--- config.mk ---
export PLATFORM = sky130hd
export DESIGN_NAME = sep_cmd_protect
export DESIGN_NICKNAME = d
export VERILOG_FILES = /design/src/hdl/sep_cmd_protect.v
export VERILOG_INCLUDE_DIRS = /design/src /design/src/include
export SDC_FILE = /design/constraint.sdc
export NUM_CORES = 1
export LEC_CHECK = 0
export BUFFER_PORTS_ARGS = -buffer_cell sky130_fd_sc_hd__buf_2
export CORE_MARGIN = 2
export CORE_UTILIZATION = 40
export DETAILED_ROUTE_END_ITERATION = 8
export HOLD_SLACK_MARGIN = 0.12
export PLACE_DENSITY = 0.57
export SKIP_CTS_REPAIR_TIMING = 1
export SYNTH_ARGS = -nofsm -noshare
export SYNTH_HDL_FRONTEND = slang
export SYNTH_SLANG_ARGS = --single-unit
--- constraint.sdc ---
create_clock -name clk_sys -period 10 [get_ports clk_sys]
set_clock_uncertainty 0.1 [all_clocks]
set_input_delay 0.5 -clock clk_sys [delete_from_list [all_inputs] [get_ports clk_sys]]
set_output_delay 0.5 -clock clk_sys [all_outputs]
set_load 0.1 [all_outputs]
--- src/include/sep_defines.vh ---
// constants for the serial eeprom command and protection front end
`ifndef SEP_DEFINES_VH
`define SEP_DEFINES_VH
// opcodes
`define SEP_OP_SET_LATCH 8'h06
`define SEP_OP_CLR_LATCH 8'h04
`define SEP_OP_STAT_RD 8'h05
`define SEP_OP_STAT_WR 8'h01
`define SEP_OP_ARR_RD 8'h03
`define SEP_OP_ARR_WR 8'h02
`define SEP_OP_ID_RD 8'h83
`define SEP_OP_ID_WR 8'h82
// status byte bit positions
`define SEP_ST_BUSY 0
`define SEP_ST_LATCH 1
`define SEP_ST_BPLO 2
`define SEP_ST_BPHI 3
`define SEP_ST_LOCK 7
// nonvolatile field layout {status_write_lock, block_protect_hi, block_protect_lo}
`define SEP_NV_LOCK 2
// protected range bounds
`define SEP_PROT_QUARTER 15'h6000
`define SEP_PROT_HALF 15'h4000
// identification page addressing
`define SEP_ID_LOCK_ADDR 16'h0400
`define SEP_ID_HI_MASK 16'hffc0
// buffer entry kinds
`define SEP_K_DATA 2'h0
`define SEP_K_COMMIT 2'h1
`define SEP_K_ABORT 2'h2
// entry layout {kind[1:0], space, addr[14:0], data[7:0]}
`define SEP_E_W 26
// write cycle time
`define SEP_CLK_NS 8
`define SEP_TW_MS 5
// 5 ms at 8 ns clock
`define SEP_TW_CYC 20'h98968
`define SEP_CNT_W 20
`endif

--- src/hdl/sep_cmd_protect.v ---
// command decode, pause and write protection front end of a serial eeprom
//
// Contract
// - after reset, deselected and standby; latch and busy cleared; protect bits reloaded from nvStatusInit.
// - stay unselected until chip select is seen high then low.
// - select low is active; high deselects; standby only when not busy.
// - pause starts only while selected, pause low with serial clock low.
// - paused: output released, data and clock ignored, bit position kept.
// - deselect during pause resets protocol, keeps latch and busy flags.
// - complete write command still launches its write cycle on such deselect.
// - writes execute only if clock pulses while selected and not paused are a multiple of eight.
// - latch set only by set command; modifying commands refused while clear.
// - non-read commands need deselect right after last bit's rising edge; a status write still executes if extra whole bytes follow its data byte.
// - block protect bits select none, quarter, half or whole array protected.
// - status lock bit and protect pin decide if protect bits may change.
// - commands are whole bytes, msb first, opcode first then address/data.
// - unknown opcode: ignore everything, output released, until deselect.
// - decode set, clear, status read/write, array read/write opcodes.
// - decode id page read/lock-status read and id page write/lock opcodes.
// - array commands take two address bytes; top bit ignored.
// - id page uses six low address bits; lock operations need address exactly 0x0400.
// - after set-latch opcode ignore input, set latch at deselect.
// - latch cleared at reset, clear command, end of status or array write.
// - lock bit high and protect pin low: status bits read-only, status writes refused.
// - input sampled on rising serial clock, output changes on falling edge.
// - busy reads one during a status, array or id page write cycle, else zero.
`include "sep_defines.vh"
module sep_cmd_protect #(
  parameter [`SEP_CNT_W-1:0] WRITE_CYC = `SEP_TW_CYC
) (
  input wire clk_sys,
  input wire rst_n,
  input wire spiClk,
  input wire csN,
  input wire mosi,
  input wire holdN,
  input wire wpN,
  output reg miso,
  output reg misoOe,
  input wire [2:0] nvStatusInit,
  output reg [2:0] statusNv,
  output reg writeLatch,
  output reg writeBusy,
  output reg standby,
  input wire idLocked,
  output reg rdReq,
  output reg rdSpace,
  output reg [14:0] rdAddr,
  input wire [7:0] rdData,
  output reg wrValid,
  output reg [1:0] wrKind,
  output reg wrSpace,
  output reg [14:0] wrAddr,
  output reg [7:0] wrData,
  input wire wrReady
);
  localparam [5:0] S_OP = 6'h01;
  localparam [5:0] S_ADDR = 6'h02;
  localparam [5:0] S_WDAT = 6'h04;
  localparam [5:0] S_SDAT = 6'h08;
  localparam [5:0] S_RD = 6'h10;
  localparam [5:0] S_WAIT = 6'h20;

  function isProt;
    input [1:0] bp;
    input [14:0] a;
    begin
      case (bp)
        2'b01: isProt = (a >= `SEP_PROT_QUARTER);
        2'b10: isProt = (a >= `SEP_PROT_HALF);
        2'b11: isProt = 1'b1;
        default: isProt = 1'b0;
      endcase
    end
  endfunction

  reg rstS1_q, rstS2_q;
  reg sclk1_q, sclk2_q, sclk3_q;
  reg cs1_q, cs2_q, cs3_q;
  reg din1_q, din2_q, hold1_q, hold2_q, wp1_q, wp2_q;
  reg nvLoaded_q, armed_q, pause_q;
  reg [5:0] state_q;
  reg [7:0] op_q, sh_q, outSh_q, newStat_q;
  reg [2:0] bitCnt_q, byteCnt_q;
  reg [15:0] addr_q;
  reg space_q, lsRead_q, writeOk_q, pushedAny_q, lost_q;
  reg endPend_q, endOk_q, statPend_q;
  reg pushV_q;
  reg [`SEP_E_W-1:0] pushE_q, spare_q;
  reg spareV_q;
  reg [`SEP_CNT_W-1:0] wipCnt_q;
  wire rstInt_n = rstS2_q;
  wire sel = armed_q & ~cs2_q;
  wire active = sel & ~pause_q;
  wire sclkRise = sclk2_q & ~sclk3_q & active;
  wire sclkFall = ~sclk2_q & sclk3_q & active;
  wire csRise = cs2_q & ~cs3_q & armed_q;
  wire hardware_protect_mode = statusNv[`SEP_NV_LOCK] & ~wp2_q;
  wire [7:0] inByte = {sh_q[6:0], din2_q};
  wire byteDone = sclkRise & (bitCnt_q == 3'h7);
  wire [15:0] nextAddr = {addr_q[7:0], inByte};
  wire [7:0] statByte = {statusNv[2], 3'h0, statusNv[1:0], writeLatch, writeBusy};
  wire [7:0] rdSrc = (op_q == `SEP_OP_STAT_RD) ? statByte :
    (lsRead_q ? {7'h00, idLocked} : rdData);
  wire pop = wrValid & wrReady;
  wire bufReady = ~spareV_q | pop;

  always @(posedge clk_sys or negedge rst_n)
  begin
    if (!rst_n)
    begin
      rstS1_q <= 1'b0;
      rstS2_q <= 1'b0;
    end
    else
    begin
      rstS1_q <= 1'b1;
      rstS2_q <= rstS1_q;
    end
  end

  // pin synchronisers
  always @(posedge clk_sys or negedge rstInt_n)
  begin
    if (!rstInt_n)
    begin
      sclk1_q <= 1'b0; sclk2_q <= 1'b0; sclk3_q <= 1'b0;
      cs1_q <= 1'b0; cs2_q <= 1'b0; cs3_q <= 1'b0;
      din1_q <= 1'b0; din2_q <= 1'b0;
      hold1_q <= 1'b1; hold2_q <= 1'b1;
      wp1_q <= 1'b1; wp2_q <= 1'b1;
    end
    else
    begin
      sclk1_q <= spiClk; sclk2_q <= sclk1_q; sclk3_q <= sclk2_q;
      cs1_q <= csN; cs2_q <= cs1_q; cs3_q <= cs2_q;
      din1_q <= mosi; din2_q <= din1_q;
      hold1_q <= holdN; hold2_q <= hold1_q;
      wp1_q <= wpN; wp2_q <= wp1_q;
    end
  end

  always @(posedge clk_sys or negedge rstInt_n)
  begin
    if (!rstInt_n)
    begin
      nvLoaded_q <= 1'b0;
      statusNv <= 3'h0;
      armed_q <= 1'b0;
      pause_q <= 1'b0;
      state_q <= S_OP;
      op_q <= 8'h00;
      sh_q <= 8'h00;
      outSh_q <= 8'h00;
      newStat_q <= 8'h00;
      bitCnt_q <= 3'h0;
      byteCnt_q <= 3'h0;
      addr_q <= 16'h0000;
      space_q <= 1'b0;
      lsRead_q <= 1'b0;
      writeOk_q <= 1'b0;
      pushedAny_q <= 1'b0;
      lost_q <= 1'b0;
      endPend_q <= 1'b0;
      endOk_q <= 1'b0;
      statPend_q <= 1'b0;
      pushV_q <= 1'b0;
      pushE_q <= {`SEP_E_W{1'b0}};
      wipCnt_q <= {`SEP_CNT_W{1'b0}};
      writeLatch <= 1'b0;
      writeBusy <= 1'b0;
      standby <= 1'b1;
      miso <= 1'b0;
      misoOe <= 1'b0;
      rdReq <= 1'b0;
      rdSpace <= 1'b0;
      rdAddr <= 15'h0000;
    end
    else
    begin
      nvLoaded_q <= 1'b1;
      if (!nvLoaded_q)
        statusNv <= nvStatusInit;
      if (cs2_q)
        armed_q <= 1'b1;
      if (!sel || hold2_q)
        pause_q <= 1'b0;
      else if (!sclk2_q)
        pause_q <= 1'b1;
      standby <= ~sel & ~writeBusy;
      misoOe <= active & (state_q == S_RD);
      rdReq <= 1'b0;
      pushV_q <= 1'b0;
      if (pushV_q && !bufReady)
        lost_q <= 1'b1;
      if (writeBusy)
      begin
        if (wipCnt_q == {`SEP_CNT_W{1'b0}})
        begin
          writeBusy <= 1'b0;
          writeLatch <= 1'b0;
          if (statPend_q)
            statusNv <= {newStat_q[`SEP_ST_LOCK], newStat_q[`SEP_ST_BPHI],
              newStat_q[`SEP_ST_BPLO]};
          statPend_q <= 1'b0;
        end
        else
          wipCnt_q <= wipCnt_q - 1'b1;
      end
      if (endPend_q && !pushV_q && bufReady)
      begin
        endPend_q <= 1'b0;
        pushV_q <= 1'b1;
        pushE_q <= {(endOk_q && !lost_q) ? `SEP_K_COMMIT : `SEP_K_ABORT, 24'h000000};
        if (endOk_q && !lost_q)
        begin
          writeBusy <= 1'b1;
          wipCnt_q <= WRITE_CYC - 1'b1;
        end
      end
      if (csRise)
      begin
        // protocol reset, flags kept when paused
        state_q <= S_OP;
        bitCnt_q <= 3'h0;
        byteCnt_q <= 3'h0;
        pause_q <= 1'b0;
        if (!pause_q && state_q == S_WAIT && bitCnt_q == 3'h0 && byteCnt_q == 3'h1)
        begin
          if (op_q == `SEP_OP_SET_LATCH)
            writeLatch <= 1'b1;
          else if (op_q == `SEP_OP_CLR_LATCH)
            writeLatch <= 1'b0;
        end
        if (state_q == S_SDAT && bitCnt_q == 3'h0 && byteCnt_q >= 3'h2 &&
          writeLatch && !hardware_protect_mode && !writeBusy)
        begin
          statPend_q <= 1'b1;
          writeBusy <= 1'b1;
          wipCnt_q <= WRITE_CYC - 1'b1;
        end
        if (state_q == S_WDAT && pushedAny_q)
        begin
          endPend_q <= 1'b1;
          endOk_q <= (bitCnt_q == 3'h0);
        end
      end
      else if (sclkRise)
      begin
        sh_q <= inByte;
        bitCnt_q <= bitCnt_q + 1'b1;
        if (byteDone && byteCnt_q != 3'h7)
          byteCnt_q <= byteCnt_q + 1'b1;
        if (byteDone)
        begin
          case (state_q)
            S_OP:
            begin
              op_q <= inByte;
              lost_q <= 1'b0;
              pushedAny_q <= 1'b0;
              lsRead_q <= 1'b0;
              case (inByte)
                `SEP_OP_STAT_RD: state_q <= S_RD;
                `SEP_OP_STAT_WR: state_q <= S_SDAT;
                `SEP_OP_ARR_RD, `SEP_OP_ARR_WR, `SEP_OP_ID_RD, `SEP_OP_ID_WR:
                  state_q <= S_ADDR;
                default: state_q <= S_WAIT;
              endcase
            end
            S_ADDR:
            begin
              addr_q <= nextAddr;
              if (byteCnt_q == 3'h2)
              begin
                space_q <= op_q[7];
                if (!op_q[7])
                  state_q <= op_q[0] ? S_RD : S_WDAT;
                else if ((nextAddr & `SEP_ID_HI_MASK) == 16'h0000)
                  state_q <= op_q[0] ? S_RD : S_WDAT;
                else if (nextAddr == `SEP_ID_LOCK_ADDR)
                begin
                  state_q <= op_q[0] ? S_RD : S_WDAT;
                  lsRead_q <= op_q[0];
                end
                else
                  state_q <= S_WAIT;
                writeOk_q <= writeLatch & ~writeBusy & (op_q[7] ? ~idLocked :
                  ~isProt(statusNv[1:0], nextAddr[14:0]));
                rdReq <= op_q[0];
                rdSpace <= op_q[7];
                rdAddr <= nextAddr[14:0];
              end
            end
            S_WDAT:
              if (writeOk_q)
              begin
                pushV_q <= 1'b1;
                pushE_q <= {`SEP_K_DATA, space_q, addr_q[14:0], inByte};
                pushedAny_q <= 1'b1;
                addr_q <= {addr_q[15:6], addr_q[5:0] + 6'h01};
              end
            S_SDAT:
              if (byteCnt_q == 3'h1)
                newStat_q <= inByte;
            S_RD:
              if (op_q != `SEP_OP_STAT_RD && !lsRead_q)
              begin
                addr_q <= addr_q + 16'h0001;
                rdReq <= 1'b1;
                rdAddr <= addr_q[14:0] + 15'h0001;
              end
            S_WAIT:
              state_q <= S_WAIT;
            default:
              state_q <= S_OP;
          endcase
        end
      end
      if (sclkFall && state_q == S_RD)
      begin
        if (bitCnt_q == 3'h0)
        begin
          miso <= rdSrc[7];
          outSh_q <= {rdSrc[6:0], 1'b0};
        end
        else
        begin
          miso <= outSh_q[7];
          outSh_q <= {outSh_q[6:0], 1'b0};
        end
      end
    end
  end

  // two-entry output buffer
  always @(posedge clk_sys or negedge rstInt_n)
  begin
    if (!rstInt_n)
    begin
      wrValid <= 1'b0;
      {wrKind, wrSpace, wrAddr, wrData} <= {`SEP_E_W{1'b0}};
      spare_q <= {`SEP_E_W{1'b0}};
      spareV_q <= 1'b0;
    end
    else if (pop)
    begin
      if (spareV_q)
      begin
        {wrKind, wrSpace, wrAddr, wrData} <= spare_q;
        if (pushV_q)
          spare_q <= pushE_q;
        else
          spareV_q <= 1'b0;
      end
      else if (pushV_q)
        {wrKind, wrSpace, wrAddr, wrData} <= pushE_q;
      else
        wrValid <= 1'b0;
    end
    else if (pushV_q && bufReady)
    begin
      if (!wrValid)
      begin
        {wrKind, wrSpace, wrAddr, wrData} <= pushE_q;
        wrValid <= 1'b1;
      end
      else
      begin
        spare_q <= pushE_q;
        spareV_q <= 1'b1;
      end
    end
  end
endmodule

==> flow_summary_export.csv <==
group,metric,value,unit
worst_setup_path,reg2reg_to,"rdAddr[5]",
global_route,grt-busiest-layer,"met1",
worst_setup_path,worst-path-max-fanout,23,
finish,ff_latch_area,5066,µm²
global_route,grt_use_met2,24.68,%
outcome,outcome,"completed",
global_route,grt_max_degree,163,
finish,drive_above_1_share,20.31,%
power_and_ir_drop,share_seq_of_total_power,39.6,%
logic_synthesis,synthSimpleGateAreaFrac,16.54,%
global_route,antenna_found_initial,0,
power_and_ir_drop,sw_frac_of_total,38.34,%
global_route,overflow,0,
finish,fin_area,11000,µm²
clock_network,cts_tree,"done",
logic_synthesis,yosysWarnings,0,
worst_setup_path,arrival,3490,ps
timing,final.min_clock_period,3201,ps
clock_network,insertion_delay,520,ps
min_path,min_delay_worst_endpoint,"statusNv[2]",
routing,remaining_drc_errors,0,
min_path,hold_class,"input pin to flip-flop",
worst_setup_path,slowest_stage,"a21oi_2",
logic_synthesis,syn-instance-count,911,
global_route,grtUsageMet3,2.605,%
logic_synthesis,synth_edf_count,0,
placed_design,hpwl,14260,µm
worst_setup_path,worst_setup_path_start_kind,"flip-flop",
placed_design,gp_congestion,0.8496,
finish,fin_nets,994,
timing,hold_violations,0,
die,initial_utilization,40.87,%
logic_synthesis,synth_adder_area_share,1.430,%
logic_synthesis,synth_compound_area_share,10.87,%
worst_setup_path,reg2reg_from,"state_q[0]",
power_and_ir_drop,p_leak,5.180,nW
run,max_cap_violations,0,
routing,vias,6847,
die,die_w,159.1,µm
global_route,use_met1,27.07,%
worst_setup_path,worstSetupPathType,"flip-flop to flip-flop",
timing,worstMarginPinSlew,1173,ps
timing,finalSetupTns,0,ps
routing,drt_pre_antenna_iters,5,
logic_synthesis,synth_mux_area_share,12.11,%
die,row_count,56,
placed_design,port_buffers,71,
worst_setup_path,required,10290,ps
global_route,grt_usage,17.18,%
power_and_ir_drop,p_switching,942.7,µW
clock_network,clock-sinks,202,
finish,multi_input_area,4239,µm²
routing,wl,21680,µm
finish,synthToLayoutAreaGrowth,14.30,%
logic_synthesis,ys_seq_area_share,52.61,%
die,die_h,159.1,µm
timing,setup_viol,0,
global_route,grt_pass1_vias,6529,
power_and_ir_drop,power_frac_clock,34.5,%
routing,ant_nets,0,
routing,drt_iter0_drc,498,
clock_network,cts-root-buf,"clkbuf_16",
logic_synthesis,yosys.area_share.xor_xnor,2.913,%
die,core-area,23540,µm²
worst_setup_path,ff2ff_setup_slack,6800,ps
min_path,holdPathStages,3,
routing,viasPerCell,5.271,
logic_synthesis,synth-seq-cells,202,
logic_synthesis,netlist_area,9622,µm²
logic_synthesis,async_flop_share,100.0,%
die,dieArea,25310,µm²
worst_setup_path,crit_chain,"nor3_2 > and3_1 > a21oi_2 > or2_1 > mux2_2",
worst_setup_path,reg2regPathDepth,5,
power_and_ir_drop,combPwrFrac,25.9,%
worst_setup_path,endpoint_kind,"flip-flop",
timing,holdWs,189.5,ps
timing,fin_crit_sh,32.01,%
timing,slew_headroom,21.65,%
power_and_ir_drop,intPower,1.516,mW
timing,rsz0062_at_grt,"false",
die,io_pins,72,
clock_network,cts.clk_slew.worst_paths,60,ps
power_and_ir_drop,irDropWorstVdd,0.2103,mV
logic_synthesis,synth_flop_cell,"dfrtp_1",
finish,fillers,2309,
worst_setup_path,slowest_delay,720,ps
clock_network,cts-htree-levels,1,
logic_synthesis,ys_types,74,
global_route,grt_pass1_wl,36170,µm
clock_network,clockBufferDepth,3,
logic_synthesis,synth_top_family_by_area,"simple AND/OR/NAND/NOR gates",
timing,final_max_slew_viol_count,0,
power_and_ir_drop,power_density,223.6,nW/µm²
min_path,hp-start,"nvStatusInit[2]",
timing,fmax,0.3124,GHz
placed_design,dpl_cell_area,10170,µm²
finish,final_util,46.72,%
logic_synthesis,syn_avg_cell_area,10.56,µm²
finish,diodes,0,
clock_network,numCtsBuffers,24,
routing,wl_per_cell,16.69,µm
## cell usage after synthesis, drive strengths merged, types with 7 or more instances
library cell    n  area [µm²]
dfrtp         196        4905
a22oi           7       52.55
mux2i          44       440.4
inv            16       60.06
nand4           8       56.30
and3            8       50.05
nor4           13       126.4
ha             11       137.6
nand3          27       135.1
xor2           15       131.4
nand2         101       379.1
nor2           80       307.8
a21oi          58       294.0
nor3b           9       82.58
o21ai          61       305.3
clkbuf         34       128.9
mux2           62       724.4
buf            23       146.4
nor2b          12       75.07
nor3           21       115.1
xnor2          17       148.9
## final cells by class
type	instances	area share [%]
repair buffers	82	4.232
inverters	16	0.5461
well taps	319	3.629
clock inverters	10	1.035
flip-flops and latches	202	46.06
multi-input cells	637	38.54
clock buffers	33	5.950
## through the flow
stage                     setup slack [ps]  total power [mW]  cells
after CTS                             6830             2.485   1293
after detailed placement              6849             1.628   1250
final                                 6799             2.459   1299
after floorplan                       3865             1.507    912
after global routing                  6621             2.560   1299
after global placement                6927             1.624   1250
## worst max-delay path: cells and delay by family, from the launching register on
family           cells  cell delay [ps]
AO/OA/AOI/OAI        1              720
flip-flops           1              610
multiplexers         1              410
AND/OR/NAND/NOR      3             1220
## cells in the final DEF, fill, tap and decap left out, drive strengths merged, types with 16 or more instances in the layout
cell and instances:
clkbuf 33, inv 16, nor3 21, nor2 80, mux2 62, dfrtp 196
xnor2 17, buf 76, nand2 101, a21oi 58, mux2i 44, o21ai 61
nand3 27
## sequential cells by signal, indices dropped and copies added (netlist names), 8 cells and up
| register | cells |
|---|---|
| addr_q | 15 |
| op_q | 8 |
| pushE_q | 26 |
| rdAddr | 15 |
| spare_q | 26 |
| wipCnt_q | 20 |
| wrAddr | 15 |
| wrData | 8 |
## routing by layer
| metal | share of wire [%] | routed length, µm | vias to the layer above |
|---|---|---|---|
| li1 | - | - | 3313 |
| met1 | 52 | 11310 | 3371 |
| met2 | 42 | 9037 | 130 |
| met3 | 3.9 | 851 | 33 |
| met4 | 2.2 | 480 | 0 |
| met5 | 0 | 0 | - |
## logic make-up after synthesis
kind of cell             after synthesis
adder cells (fa/ha/maj)               11
buffers and inverters                 73
other                                  1
XOR/XNOR                              32
flip-flops                           202
AND/OR/NAND/NOR                      314
AO/OA/AOI/OAI                        172
multiplexers                         106
## power by group through the flow
stage	combinational, mW	sequential, mW	clock, mW
floorplan	0.135	1.37	0
detailed placement	0.638	0.990	0
global route	0.669	0.988	0.902
global placement	0.635	0.989	0
finish	0.637	0.974	0.847
CTS	0.640	0.975	0.870
## how the worst max path moves through the flow
stage	depth (start not counted)	startpoint	slack, ps	endpoint
2_1_floorplan	0	rstInt_n	3860	addr_q[0]
3_3_place_gp	5	state_q[0]	6930	rdAddr[5]
3_5_place_dp	5	state_q[0]	6850	rdAddr[6]
4_1_cts	5	state_q[0]	6830	rdAddr[5]
5_1_grt	5	state_q[1]	6620	rdAddr[10]
6_report	5	state_q[0]	6800	rdAddr[5]
No activity file was read; power rests on OpenSTA's default activity.
